File: config.mk
export PLATFORM = sky130hd
export DESIGN_NAME = odg_gate
export DESIGN_NICKNAME = d
export VERILOG_FILES = /design/src/rtl/odg_keep.sv /design/src/rtl/odg_pkg.sv /design/src/rtl/odg_sync_if.sv /design/src/rtl/odg_sync.sv /design/src/rtl/odg_gate.sv
export SDC_FILE = /design/constraint.sdc
export NUM_CORES = 1
export LEC_CHECK = 0
export ABC_CLOCK_PERIOD_IN_PS = 2850
export BUFFER_PORTS_ARGS = -buffer_cell sky130_fd_sc_hd__buf_2
export CAP_MARGIN = 25
export CELL_PAD_IN_SITES_DETAIL_PLACEMENT = 0
export CELL_PAD_IN_SITES_GLOBAL_PLACEMENT = 2
export CORE_MARGIN = 2
export CORE_UTILIZATION = 32
export CTS_CLUSTER_DIAMETER = 60
export CTS_CLUSTER_SIZE = 10
export DETAILED_ROUTE_END_ITERATION = 10
export PLACE_DENSITY = 0.85
export SETUP_SLACK_MARGIN = 0.4
export SLEW_MARGIN = 20
export SYNTH_ARGS = -nofsm -noshare
export SYNTH_HDL_FRONTEND = slang
export SYNTH_SLANG_ARGS = --single-unit
File: constraint.sdc
create_clock -name ref_clk -period 2.85 [get_ports ref_clk]
set_clock_uncertainty 0.05 [all_clocks]
set_input_delay 0.4275 -clock ref_clk [delete_from_list [all_inputs] [get_ports ref_clk]]
set_output_delay 0.4275 -clock ref_clk [all_outputs]
set_load 0.005 [all_outputs]
File: src/rtl/odg_keep.sv
// Empty compilation unit, holds no logic
`timescale 1ns/1ps
`default_nettype none
`default_nettype wire

File: src/rtl/odg_pkg.sv
// Shared constants for the output driver enable gate
package odg_pkg;
   localparam int              ODG_ADDR_W      = 10;
   localparam int              ODG_DATA_W      = 16;
   localparam int              ODG_STAT_W      = 7;
   localparam int              ODG_SYNC_STAGES = 2;
   localparam logic [9:0]      ODG_STATUS_ADDR = 10'h1D2;
   // Status field positions
   localparam int              ODG_B_CORE      = 0;
   localparam int              ODG_B_FIVE      = 1;
   localparam int              ODG_B_BOOST     = 2;
   localparam int              ODG_B_TEMP      = 3;
   localparam int              ODG_B_PIN_LIVE  = 4;
   localparam int              ODG_B_PIN_LATCH = 5;
   localparam int              ODG_B_CLKMISS   = 6;
   // Status reset value: only the pin latch starts at one
   localparam logic [6:0]      ODG_STAT_RESET  = 7'h20;
   // Synchronised input vector layout
   localparam int              ODG_IN_W        = 6;
   localparam int              ODG_I_PIN       = 0;
   localparam int              ODG_I_CORE      = 1;
   localparam int              ODG_I_FIVE      = 2;
   localparam int              ODG_I_BOOST     = 3;
   localparam int              ODG_I_TEMP      = 4;
   localparam int              ODG_I_GND       = 5;
endpackage : odg_pkg

File: src/rtl/odg_sync_if.sv
// Carrier between the gate and its input synchroniser
`timescale 1ns/1ps
`default_nettype none
interface odg_sync_if #(parameter int W = 6);
   logic [W-1:0] raw;
   logic [W-1:0] synced;
   modport owner (output raw, input synced);
   modport sync  (input raw, output synced);
endinterface : odg_sync_if
`default_nettype wire

File: src/rtl/odg_sync.sv
// Multi-bit two-stage level synchroniser
`timescale 1ns/1ps
`default_nettype none
module odg_sync
   import odg_pkg::*;
#(
   parameter int W = ODG_IN_W
) (
   input  wire logic ref_clk,
   input  wire logic rstn,
   odg_sync_if.sync  port
);
   logic [W-1:0] stage1;
   logic [W-1:0] stage2;

   initial begin
      if (W < 1) $error("odg_sync: width must be at least one");
   end

   // First stage is read only by the second
   always_ff @(posedge ref_clk or negedge rstn) begin
      if (!rstn) begin
         stage1 <= '0;
         stage2 <= '0;
      end else begin
         stage1 <= port.raw;
         stage2 <= stage1;
      end
   end

   assign port.synced = stage2;
endmodule : odg_sync
`default_nettype wire

File: src/rtl/odg_gate.sv
// Driver enable gating and sticky driver fault status
`timescale 1ns/1ps
`default_nettype none
// Function
// - Separate enables for high-side group and low-side group.
// - Low-side one to six need clock ok, pin high, no supply lows.
// - Low-side seven as one to six, pin dependence configurable.
// - High-side needs clock ok, pin, no supply lows, optional boost.
// - Clock ok term gated by option, else stays one.
// - Seven-bit status latches every driver-disabling error.
// - Bit 6 set on clock missing disable, resets to zero.
// - Bit 5 resets to one, clears when pin was low since clear.
// - Bit 4 is live pin level, never latched.
// - Bit 3 latches overtemperature, never disables drivers.
// - Bit 2 set when boost low disables high-side, if configured.
// - Bit 1 latches five volt supply low.
// - Bit 0 latches core supply low or ground loss.
// - Error bits clear on status write only once cause is gone.
// - With clear-on-read, status read also clears gone errors.
// - Override set makes low-side seven ignore the pin.
// - Boost low disables high-side only with boost option set.
// - With clock option set, clock ok is zero while clock missing.
module odg_gate
   import odg_pkg::*;
#(
   parameter int ADDR_W = ODG_ADDR_W,
   parameter int DATA_W = ODG_DATA_W
) (
   input  wire logic              ref_clk,
   input  wire logic              rstn,
   input  wire logic              drive_enable_pin,
   input  wire logic              core_supply_low_flag,
   input  wire logic              five_volt_low_flag,
   input  wire logic              boost_low_flag,
   input  wire logic              over_temp_flag,
   input  wire logic              ground_loss_flag,
   input  wire logic              clock_missing,
   input  wire logic              clock_missing_disable,
   input  wire logic              boost_disable,
   input  wire logic              low_seven_override,
   input  wire logic              clear_on_read,
   input  wire logic [ADDR_W-1:0] reg_addr,
   input  wire logic              reg_wr,
   input  wire logic              reg_rd,
   output logic [DATA_W-1:0]      reg_rdata,
   output logic                   high_side_enable,
   output logic                   low_side_enable,
   output logic                   low_seven_enable
);
   // ------------------------------------------------------------
   // Elaboration checks
   // ------------------------------------------------------------
   initial begin
      if (ADDR_W < $bits(ODG_STATUS_ADDR)) $error("odg_gate: address too narrow");
      if (ODG_SYNC_STAGES < 1) $error("odg_gate: sync needs at least one stage");
      if (DATA_W < ODG_STAT_W) $error("odg_gate: data narrower than status");
   end

   // ------------------------------------------------------------
   // Input synchronisation
   // ------------------------------------------------------------
   // Analog flags are asynchronous too, so they share the pin's path
   odg_sync_if #(.W(ODG_IN_W)) sync_bus ();

   logic [ODG_IN_W-1:0] raw_in;

   // One driver for the whole carrier word, bits placed by name
   always_comb begin
      raw_in              = '0;
      raw_in[ODG_I_PIN]   = drive_enable_pin;
      raw_in[ODG_I_CORE]  = core_supply_low_flag;
      raw_in[ODG_I_FIVE]  = five_volt_low_flag;
      raw_in[ODG_I_BOOST] = boost_low_flag;
      raw_in[ODG_I_TEMP]  = over_temp_flag;
      raw_in[ODG_I_GND]   = ground_loss_flag;
   end

   assign sync_bus.raw = raw_in;

   odg_sync #(.W(ODG_IN_W)) u_sync (
      .ref_clk (ref_clk),
      .rstn    (rstn),
      .port    (sync_bus.sync)
   );

   logic pin_s;
   logic core_low_s;
   logic five_low_s;
   logic boost_low_s;
   logic temp_s;
   logic gnd_s;

   assign pin_s       = sync_bus.synced[ODG_I_PIN];
   assign core_low_s  = sync_bus.synced[ODG_I_CORE];
   assign five_low_s  = sync_bus.synced[ODG_I_FIVE];
   assign boost_low_s = sync_bus.synced[ODG_I_BOOST];
   assign temp_s      = sync_bus.synced[ODG_I_TEMP];
   assign gnd_s       = sync_bus.synced[ODG_I_GND];

   // ------------------------------------------------------------
   // Synchroniser fill
   // ------------------------------------------------------------
   // Reset zeros in the pin path look like a low pin; the pin latch
   // waits until real samples have reached the synchroniser output
   localparam int FILL_W = $clog2(ODG_SYNC_STAGES + 1);

   logic [FILL_W-1:0] fill;
   logic [FILL_W-1:0] next_fill;
   logic              fill_done;

   assign fill_done = (fill == FILL_W'(ODG_SYNC_STAGES));

   always_comb begin
      next_fill = fill;
      if (!fill_done) begin
         next_fill = fill + FILL_W'(1);
      end
   end

   always_ff @(posedge ref_clk or negedge rstn) begin
      if (!rstn) begin
         fill <= '0;
      end else begin
         fill <= next_fill;
      end
   end

   // ------------------------------------------------------------
   // Enable terms
   // ------------------------------------------------------------
   logic clock_ok;
   logic supply_ok;
   logic boost_trip;
   logic clk_trip;

   // Clock missing is on our clock already, no synchroniser
   assign clk_trip   = clock_missing_disable & clock_missing;
   assign clock_ok   = ~clk_trip;
   assign supply_ok  = ~core_low_s & ~five_low_s & ~gnd_s;
   assign boost_trip = boost_disable & boost_low_s;

   logic next_hs;
   logic next_ls;
   logic next_ls7;

   always_comb begin
      // Overtemperature deliberately absent from every term
      next_ls  = clock_ok & pin_s & supply_ok;
      next_ls7 = clock_ok & (pin_s | low_seven_override) & supply_ok;
      next_hs  = clock_ok & pin_s & supply_ok & ~boost_trip;
   end

   // Registered so a flag glitch never reaches a predriver directly
   always_ff @(posedge ref_clk or negedge rstn) begin
      if (!rstn) begin
         high_side_enable <= 1'b0;
         low_side_enable  <= 1'b0;
         low_seven_enable <= 1'b0;
      end else begin
         high_side_enable <= next_hs;
         low_side_enable  <= next_ls;
         low_seven_enable <= next_ls7;
      end
   end

   // ------------------------------------------------------------
   // Driver fault status
   // ------------------------------------------------------------
   logic [ODG_STAT_W-1:0] status;
   logic [ODG_STAT_W-1:0] next_status;
   logic [DATA_W-1:0]     next_rdata;
   logic                  hit;
   logic                  clr;

   assign hit = (reg_addr == ADDR_W'(ODG_STATUS_ADDR));
   // Any write to the status address clears; write data carries no meaning here
   assign clr = hit & (reg_wr | (reg_rd & clear_on_read));

   always_comb begin
      next_status = status;
      // Cause present wins over a clear in the same cycle
      next_status[ODG_B_CLKMISS] = clk_trip |
         (status[ODG_B_CLKMISS] & ~clr);
      if (fill_done) begin
         next_status[ODG_B_PIN_LATCH] = pin_s &
            (status[ODG_B_PIN_LATCH] | clr);
      end
      next_status[ODG_B_PIN_LIVE] = pin_s;
      next_status[ODG_B_TEMP] = temp_s |
         (status[ODG_B_TEMP] & ~clr);
      next_status[ODG_B_BOOST] = boost_trip |
         (status[ODG_B_BOOST] & ~clr);
      next_status[ODG_B_FIVE] = five_low_s |
         (status[ODG_B_FIVE] & ~clr);
      next_status[ODG_B_CORE] = core_low_s | gnd_s |
         (status[ODG_B_CORE] & ~clr);
   end

   always_ff @(posedge ref_clk or negedge rstn) begin
      if (!rstn) begin
         status <= ODG_STAT_RESET;
      end else begin
         status <= next_status;
      end
   end

   // ------------------------------------------------------------
   // Read data
   // ------------------------------------------------------------
   // Registered, so the host samples a settled word a cycle later
   always_comb begin
      // Read returns the value held before this access clears it
      next_rdata = '0;
      if (reg_rd && hit) begin
         next_rdata = DATA_W'(status);
      end
   end

   always_ff @(posedge ref_clk or negedge rstn) begin
      if (!rstn) begin
         reg_rdata <= '0;
      end else begin
         reg_rdata <= next_rdata;
      end
   end
endmodule : odg_gate
`default_nettype wire

==> run_results.csv, run 1 <==
group,metric,value,unit
power_and_ir_drop,p_seq_share,63.6,%
place,place_ws,1.261,ns
place,hpwl,1.154,mm
setup_path,worstPathMaxFanout,1,
power_and_ir_drop,clkPwrFrac,31.4,%
detailed_routing,wl_per_cell,9.810,um
power_and_ir_drop,combinationalPowerShare,5.0,%
yosys,seq_area_frac_synth,70.81,%
yosys,synthFlopType,"dfrtp_1",
clock_tree,cts_hold_buf,0,
timing,drv_slew,0,
detailed_routing,ant_nets,0,
clock_tree,cts_tree,"done",
detailed_routing,vias,625,
timing,tightest_slew,0.6425,ns
power_and_ir_drop,power_switching,151.7,uW
grt,grtUsageTotal,9.352,%
clock_tree,cts_resized,0,
power_and_ir_drop,p_leak,0.6918,nW
grt,gr-total-overflow,0,
die,fp.dieH,62.56,um
detailed_routing,drc_errors,0,
clock_tree,cts_max_path_buffers,2,
timing,fmax,782.1,MHz
die,initial_core_util,33.14,%
timing,fin_ws,1.571,ns
setup_path,slowest_stage,"dfrtp_1",
outcome,status,"complete, no violations",
setup_path,worstPathCellList,"buf_2",
power_and_ir_drop,internal_power,562.1,uW
yosys,synthCells,71,
grt,grt_pass1_vias,625,
detailed_routing,wirelength,1.550,mm
timing,final.period_utilization,44.86,%
die,row_count,21,
setup_path,end_kind,"primary output",
yosys,async_flop_share,100.0,%
power_and_ir_drop,total_power,713.7,uW
clock_tree,post_cts_buffers,0,
timing,finalCriticalPeriod,1.279,ns
clock_tree,clockRootBuffer,"clkbuf_4",
job,cap_viol_max_count,0,
power_and_ir_drop,swShare,21.25,%
power_and_ir_drop,power_density,533.6,nW/um2
grt,grt_pass1_wl,2.739,mm
setup_path,cp_num_buf_inv,1,
setup_path,critical-path-max-stage-delay,0.37,ns
yosys,syn_avg_cell_area,15.45,um2
power_and_ir_drop,ir_drop,243.8,uV
grt,grt_start_max_net_pins,32,
setup_path,crit_family,"flip-flops",
cells_and_area,layout.nets,137,
yosys,synth_cell_type_count,23,
yosys,synth_edf_count,0,
timing,finalSetupTns,0,ns
detailed_routing,drtIter0Drc,35,
cells_and_area,area_growth,21.89,%
die,core,3311,um2
cells_and_area,stdcell_area,1338,um2
clock_tree,clkLatencyLatePin,0.32,ns
detailed_routing,dr.pass1.iters,2,
grt,antenna_found_initial,0,
yosys,synth_top_area_share,68.42,%
cells_and_area,drive_gt1_share,43.75,%
place,port_buffers,34,
setup_path,worstSetupPathType,"register to primary output",
clock_tree,cts.sinks,31,
yosys,synth_area_leader_cell,"dfrtp_1",
cells_and_area,nFillCells,335,
die,pin_count,44,
yosys,synth_warnings,0,
min_path,holdCritPathClass,"input port to async pin",
timing,rsz0062_at_grt,"no",
yosys,synth_seq_cells,31,
detailed_routing,vias_per_cell,3.956,
clock_tree,clkSlewWorstSetupHoldPaths,0.09,ns
place,dpl_cell_area,1287,um2
die,die_area,3914,um2
die,die_w,62.56,um
setup_path,cp.arrival,0.80,ns
yosys,synthTopCellsByArea,"dfrtp_1, buf_4, and2_1, dfstp_2, nor4b_4",
clock_tree,cts-buffers-inserted,5,
yosys,synth_area,1097,um2
clock_tree,htreeDepth,2,
timing,setup_viol,0,
timing,final-hold-violation-count,0,
cells_and_area,finish.utilization,40.40,%
cells_and_area,antenna_cells,0,
timing,slew_headroom,57.17,%
setup_path,crit_required,2.37,ns
setup_path,cp-start-kind,"register",
place,gp_congestion,0.7241,
[state kept, by name, summed over array words and instances, names as in the netlist]
name and count:
fill 2, high_side_enable 1, low_seven_enable 1, low_side_enable 1, reg_rdata 7, status 7, u_sync.port.synced 6, u_sync.stage1 6
[cell families (layout without fill, tap and decap cells)]
kind of cell,count (synthesis),in the layout,synth area share [%]
DFF,31,31,70.81
and+or+nand+nor,14,14,10.83
AOI/OAI and AO/OA,11,11,8.324
buffers and inverters,11,44,6.841
adders and majority gates,1,1,1.140
other,1,9,0.3417
xor gates and xnor gates,1,1,0.7983
muxes,1,1,0.9122
[cells in the final DEF, fill, tap and decap left out, drive strengths merged]
master   count
buf         34
dfrtp       30
conb         9
and2         8
clkbuf       7
inv          2
a21oi        2
a22o         2
a21o         2
nor2b        1
nor4b        1
and4b        1
and4         1
a2111oi      1
o21a         1
a21boi       1
nand4b       1
a211o        1
xnor2        1
nand2        1
o21ai        1
mux2i        1
ha           1
clkinv       1
dfstp        1
[Yosys cell counts (2+ instances only)]
library cell  count
a21o_2            2
a21oi_1           2
a22o_2            2
and2_1            8
buf_4             9
dfrtp_1          30
inv_1             2
[path summary, 6_finish.rpt]
kind                                       start                     to  slack [ns]  cells past startpoint
setup / recovery                 low_side_enable        low_side_enable        1.57                      1
hold / removal                              rstn              status[0]        0.08                      1
setup reg to reg           u_sync.port.synced[2]       high_side_enable        1.57                      3
hold reg to reg                 u_sync.stage1[5]  u_sync.port.synced[5]        0.30                      0
max in group asynchronous                   rstn       u_sync.stage1[2]        2.25                      1
min in group ref_clk              boost_low_flag       u_sync.stage1[3]        0.16                      1
[stage by stage]
stage | instances | hold WS [ns]
floorplan | 79 | 0.08191
global placement | 150 | 0.2826
detailed placement | 150 | 0.2855
CTS | 158 | 0.08485
global route | 158 | 0.1072
finish | 158 | 0.07651
[final cells by class]
type                       instances  area, um2  area share (%)
timing repair buffer              34      170.2           12.72
sequential                        31      777.0           58.09
clock buffer                       7      45.04           3.368
inverter                           2      7.507          0.5613
multi-input combinational         37      275.3           20.58
clock inverter                     1      5.005          0.3742
tap                               46      57.56           4.303
[per-layer routing]
metal	share of wire, %	vias to the layer above	global-route usage (%)
met4	1.5	0	5.000
li1	-	300	-
met2	41	40	13.58
met5	0	-	0
met1	45	281	10.52
met3	13	4	5.946
[power groups by stage]
stage	clock network (mW)	registers [mW]	logic, mW
floorplan	0	0.462	0.0171
global placement	0	0.463	0.0359
detailed placement	0	0.463	0.0362
CTS	0.238	0.454	0.0364
global route	0.261	0.456	0.0403
finish	0.224	0.454	0.0354
(Power assumes the default switching activity.)
==> inputs of run 2 (changes only) <==
--- a/config.mk
+++ b/config.mk
@@ -5,17 +5,17 @@
 export SDC_FILE = /design/constraint.sdc
 export NUM_CORES = 1
 export LEC_CHECK = 0
-export ABC_CLOCK_PERIOD_IN_PS = 2850
+export ABC_CLOCK_PERIOD_IN_PS = 1000
 export BUFFER_PORTS_ARGS = -buffer_cell sky130_fd_sc_hd__buf_2
 export CAP_MARGIN = 25
 export CELL_PAD_IN_SITES_DETAIL_PLACEMENT = 0
 export CELL_PAD_IN_SITES_GLOBAL_PLACEMENT = 2
 export CORE_MARGIN = 2
-export CORE_UTILIZATION = 32
+export CORE_UTILIZATION = 27
 export CTS_CLUSTER_DIAMETER = 60
 export CTS_CLUSTER_SIZE = 10
 export DETAILED_ROUTE_END_ITERATION = 10
-export PLACE_DENSITY = 0.85
+export PLACE_DENSITY = 0.77
 export SETUP_SLACK_MARGIN = 0.4
 export SLEW_MARGIN = 20
 export SYNTH_ARGS = -nofsm -noshare
==> constraint.sdc (replaced) <==
create_clock -name ref_clk -period 1 [get_ports ref_clk]
set_clock_uncertainty 0.05 [all_clocks]
set_input_delay 0.15 -clock ref_clk [delete_from_list [all_inputs] [get_ports ref_clk]]
set_output_delay 0.15 -clock ref_clk [all_outputs]
set_load 0.005 [all_outputs]
==> run 2 against run 1 <==
The run now ends with negative hold slack, negative setup slack left; sequential power rose to 2.9 times the previous value; sequential cell count unchanged; cell area up 12%; global-route usage up 0.80 points; clock-buffer cell count up 1; clock power rose to 4.0 times the previous value; utilization down 2.3 points; register-to-register slack worse by 1.8 ns; die area up 17%; critical endpoint is now high_side_enable; highest routed layer unchanged.
==> run_results.csv, run 2 (synthesized netlist as in run 1, its figures left out) <==
group,metric,value,unit
timing,fmax,825.2,MHz
timing,finalSetupTns,-0.3439,ns
cells_and_area,final_cell_mix,"buf_2, dfrtp_1, conb_1",
setup_path,crit_required,1.16,ns
cells_and_area,drive_gt1_share,56.90,%
grt,antenna_found_initial,0,
timing,setup_viol,3,
clock_tree,cts_tree,"done",
grt,gr-total-overflow,0,
grt,grt_pass1_vias,696,
place,hpwl,1.405,mm
setup_path,reg2reg_depth,3,
clock_tree,clkSlewWorstSetupHoldPaths,0.06,ns
detailed_routing,wl_per_cell,11.05,um
timing,drv_slew,0,
power_and_ir_drop,clkPwrFrac,38.6,%
min_path,holdCritPathClass,"input port to async pin",
die,core,3943,um2
die,pin_count,44,
cells_and_area,reg.largest.list,"reg_rdata x7, status x7",
place,dpl_cell_area,1350,um2
timing,final-hold-violation-count,37,
setup_path,worstPathMaxFanout,2,
cells_and_area,area_growth,37.06,%
place,dp.cells,157,
grt,grt_start_max_net_pins,19,
place,port_buffers,34,
power_and_ir_drop,p_seq_share,56.0,%
clock_tree,clockRootBuffer,"clkbuf_8",
cells_and_area,fin_cells,166,
job,cap_viol_max_count,0,
timing,fin_ws,-0.2119,ns
detailed_routing,drc_errors,0,
timing,rsz0062_at_grt,"yes",
clock_tree,cts_max_path_buffers,2,
power_and_ir_drop,p_leak,0.7676,nW
die,initial_core_util,27.83,%
setup_path,cp-start-kind,"register",
power_and_ir_drop,power_switching,481.3,uW
die,die_area,4590,um2
cells_and_area,nFillCells,389,
detailed_routing,drtIter0Drc,19,
place,gp_congestion,0.6996,
timing,finalCriticalPeriod,1.212,ns
power_and_ir_drop,swShare,20.71,%
cells_and_area,final_common_cell,"buf_2",
power_and_ir_drop,internal_power,1.843,mW
power_and_ir_drop,power_density,1545,nW/um2
cells_and_area,stdcell_area,1504,um2
detailed_routing,ant_nets,0,
die,fp.dieH,67.75,um
detailed_routing,dr.pass1.iters,4,
grt,grt_pass1_wl,3.180,mm
timing,hold_ws,-0.2858,ns
clock_tree,htreeDepth,2,
detailed_routing,wirelength,1.835,mm
clock_tree,cts.sinks,31,
power_and_ir_drop,ir_drop,602.7,uV
outcome,status,"finished with violations",
setup_path,end_kind,"register",
detailed_routing,vias_per_cell,3.964,
setup_path,worstSetupPathType,"register to register",
setup_path,cp.arrival,1.37,ns
grt,grtUsageTotal,10.15,%
die,row_count,23,
outcome,violations,"negative hold slack, negative setup slack",
cells_and_area,antenna_cells,0,
die,die_w,67.75,um
detailed_routing,vias,658,
cells_and_area,layout.nets,141,
timing,final.period_utilization,121.2,%
power_and_ir_drop,total_power,2.324,mW
power_and_ir_drop,combinationalPowerShare,5.4,%
clock_tree,cts-buffers-inserted,5,
clock_tree,clkLatencyLatePin,0.28,ns
==> run 2: changes by cell type in the layout (fill, tap and decap cells not counted), sizes merged <==
cell and change:
buf +4, clkbuf +1, clkinv -1
==> run 2: power groups by stage <==
stage          logic, mW  clock network, mW  registers [mW]
4_1_cts            0.129              0.933            1.30
3_3_place_gp       0.117                  0            1.32
3_5_place_dp       0.120                  0            1.32
6_report           0.126              0.897            1.30
5_1_grt            0.143               1.01            1.30
2_1_floorplan     0.0517                  0            1.32
==> run 2: metrics by stage <==
step,utilization (%),setup slack (ns)
floorplan,-,-0.1399
global placement,34.24,-0.2278
detailed placement,34.24,-0.2418
CTS,37.64,-0.2057
global route,38.15,-0.2820
finish,38.15,-0.2119
==> run 2: path summary, 6_finish.rpt <==
check,start,end,slack [ns]
hold / removal,rstn,reg_rdata[3],-0.29
max in group asynchronous,rstn,status[6],0.80
setup / recovery,u_sync.port.synced[2],high_side_enable,-0.21
setup reg to reg,u_sync.port.synced[2],high_side_enable,-0.21
min in group ref_clk,over_temp_flag,u_sync.stage1[4],-0.08
hold reg to reg,u_sync.stage1[3],u_sync.port.synced[3],0.30
==> run 2: critical path, cell delays in order, from the launching register on <==
cell	delay [ns]
dfrtp_1	0.40
a2111oi_4	0.36
and2_4	0.20
a21boi_2	0.13
==> run 2: routing by layer <==
metal | GRT usage, % | vias to the layer above | wire (um)
met5 | 0 | - | 0
li1 | - | 308 | -
met3 | 5.333 | 8 | 137
met4 | 8.673 | 0 | 84
met1 | 9.053 | 313 | 653
met2 | 16.67 | 29 | 960
==> run 2: what timing repair did <==
item,4_1_cts,5_1_grt
resized for setup,12,4
endpoints found under the hold margin,27,18
setup endpoints to repair,28,29
pin swaps,10,8
buffers inserted,0,1
==> run 2: layout make-up <==
class                      instances  area (um2)  area share (%)
timing repair buffer              38       229.0           15.22
clock buffer                       8       80.08           5.324
tap                               50       62.56           4.160
multi-input combinational         37       347.8           23.13
sequential                        31       777.0           51.66
inverter                           2       7.507          0.4992
==> inputs of run 3 (changes only) <==
--- a/config.mk
+++ b/config.mk
@@ -5,17 +5,18 @@
 export SDC_FILE = /design/constraint.sdc
 export NUM_CORES = 1
 export LEC_CHECK = 0
-export ABC_CLOCK_PERIOD_IN_PS = 1000
+export ABC_CLOCK_PERIOD_IN_PS = 1200
 export BUFFER_PORTS_ARGS = -buffer_cell sky130_fd_sc_hd__buf_2
 export CAP_MARGIN = 25
 export CELL_PAD_IN_SITES_DETAIL_PLACEMENT = 0
 export CELL_PAD_IN_SITES_GLOBAL_PLACEMENT = 2
 export CORE_MARGIN = 2
-export CORE_UTILIZATION = 27
+export CORE_UTILIZATION = 30
 export CTS_CLUSTER_DIAMETER = 60
 export CTS_CLUSTER_SIZE = 10
 export DETAILED_ROUTE_END_ITERATION = 10
-export PLACE_DENSITY = 0.77
+export MAX_ROUTING_LAYER = met4
+export PLACE_DENSITY = 0.81
 export SETUP_SLACK_MARGIN = 0.4
 export SLEW_MARGIN = 20
 export SYNTH_ARGS = -nofsm -noshare
==> constraint.sdc (replaced) <==
create_clock -name ref_clk -period 1.2 [get_ports ref_clk]
set_clock_uncertainty 0.05 [all_clocks]
set_input_delay 0.18 -clock ref_clk [delete_from_list [all_inputs] [get_ports ref_clk]]
set_output_delay 0.18 -clock ref_clk [all_outputs]
set_load 0.005 [all_outputs]
==> run 3 against run 2 <==
The flow still finishes with violations (negative hold slack, negative setup slack); worst setup slack better by 0.20 ns; clock power is 38% lower; utilization is 8.1 points higher; via count is 2.4% higher; clock-buffer cell count is 1 lower; worst hold slack better by 0.28 ns; sequential cell count stayed put; global-route usage is 0.20 points higher; sequential share of layout area is 2.5 points lower; wire length is 3.2% lower; critical endpoint unchanged.
==> run_results.csv, run 3 (synthesized netlist as in run 1, its figures left out) <==
group,metric,value,unit
die,fp.dieH,64.48,um
detailed_routing,ant_nets,0,
clock_tree,cts.sinks,31,
outcome,status,"finished with violations",
cells_and_area,final_cell_mix,"buf_2, dfrtp_1, conb_1",
place,hpwl,1.261,mm
setup_path,worstSetupPathType,"register to register",
timing,final.period_utilization,101.0,%
min_path,holdCritPathClass,"input port to register",
timing,fmax,824.7,MHz
timing,finalSetupTns,-0.01256,ns
detailed_routing,drtIter0Drc,26,
die,die_area,4158,um2
die,pin_count,44,
die,row_count,21,
cells_and_area,final_common_cell,"buf_2",
timing,rsz0062_at_grt,"yes",
grt,grtUsageTotal,10.35,%
die,initial_core_util,32.12,%
setup_path,worstPathMaxFanout,2,
clock_tree,cts-buffers-inserted,5,
timing,setup_viol,1,
setup_path,cp.arrival,1.42,ns
detailed_routing,wl_per_cell,10.33,um
die,core,3416,um2
job,cap_viol_max_count,0,
cells_and_area,drive_gt1_share,53.97,%
cells_and_area,stdcell_area,1579,um2
setup_path,crit_required,1.41,ns
clock_tree,clkLatencyLatePin,0.32,ns
place,dpl_cell_area,1338,um2
clock_tree,cts_tree,"done",
timing,finalCriticalPeriod,1.213,ns
timing,fin_ws,-0.01256,ns
detailed_routing,vias,674,
die,die_w,64.48,um
power_and_ir_drop,p_leak,0.8000,nW
detailed_routing,drc_errors,0,
cells_and_area,layout.nets,151,
place,gp_congestion,0.7029,
outcome,violations,"negative hold slack, negative setup slack",
cells_and_area,antenna_cells,0,
place,port_buffers,34,
timing,final-hold-violation-count,1,
power_and_ir_drop,power_density,1119,nW/um2
grt,grt_start_max_net_pins,17,
grt,grt_pass1_vias,641,
clock_tree,cts_max_path_buffers,2,
clock_tree,clockRootBuffer,"clkbuf_4",
grt,grt_pass1_wl,2.967,mm
power_and_ir_drop,total_power,1.767,mW
detailed_routing,dr.pass1.iters,3,
setup_path,end_kind,"register",
clock_tree,clkSlewWorstSetupHoldPaths,0.09,ns
clock_tree,htreeDepth,2,
cells_and_area,area_growth,43.90,%
power_and_ir_drop,ir_drop,426.4,uV
detailed_routing,vias_per_cell,3.919,
timing,drv_slew,0,
timing,hold_ws,-0.006969,ns
grt,antenna_found_initial,0,
cells_and_area,reg.largest.list,"reg_rdata x7, status x7",
place,place_ws,-0.08122,ns
grt,gr-total-overflow,0,
setup_path,cp-start-kind,"register",
detailed_routing,wirelength,1.776,mm
-- run 3: cell count changes in the layout (fill, tap and decap cells not counted), moves of 2 or more --
cell and change:
clkbuf_8 -5, buf_6 +2, dlygate4sd3_1 +8, clkbuf_4 +6
-- run 3: final cells by class --
| type | count | area [um2] |
|---|---|---|
| Fill cell | 326 | 1837 |
| Timing Repair Buffer | 48 | 334.1 |
| Sequential cell | 31 | 777.0 |
| Multi-Input combinational cell | 37 | 352.8 |
| Inverter | 2 | 7.507 |
| Clock inverter | 1 | 5.005 |
| Tap cell | 46 | 57.56 |
| Clock buffer | 7 | 45.04 |
-- run 3: what timing repair did --
item	4_1_cts	5_1_grt
gates resized for setup	11	8
pin swaps	9	7
buffers inserted	2	2
endpoints found under the hold margin	21	2
setup endpoints to repair	28	44
hold buffers	7	1
-- run 3: worst paths after layout --
check / startpoint / end / slack (ns) / depth (start not counted)
max: u_sync.port.synced[2] / high_side_enable / -0.01 / 3
min: boost_disable / high_side_enable / -0.007 / 2
max reg2reg: u_sync.port.synced[2] / high_side_enable / -0.01 / 3
min reg2reg: u_sync.stage1[3] / u_sync.port.synced[3] / 0.29 / 0
max in group asynchronous: rstn / fill[0] / 0.52 / 3
min in group asynchronous: rstn / reg_rdata[3] / 0.22 / 2
-- run 3: worst max-delay path, cell delays in order, from the launching register on --
cell and delay [ns]:
dfrtp_1 0.42, a2111oi_4 0.35, and2_1 0.19, a21boi_2 0.15
-- run 3: per-layer routing --
layer  up-vias  part of all wire, %  track usage (%)
li1        328                    -                -
met1       313                   41            11.15
met2        29                   48            14.32
met3         4                  8.4            6.076
met4         0                  2.5            6.915
met5         -                    0                -
-- run 3: where the power goes --
part           internal, mW  switching [mW]  total [mW]
registers              1.07          0.0126        1.08
logic                0.0745          0.0555       0.130
clock network         0.228           0.328       0.556
total                  1.37           0.396        1.77
-- run 3: through the flow --
step | std cells | util (%)
floorplan | 79 | -
global placement | 152 | 39.16
detailed placement | 152 | 39.16
CTS | 169 | 44.69
global route | 172 | 46.23
finish | 172 | 46.23
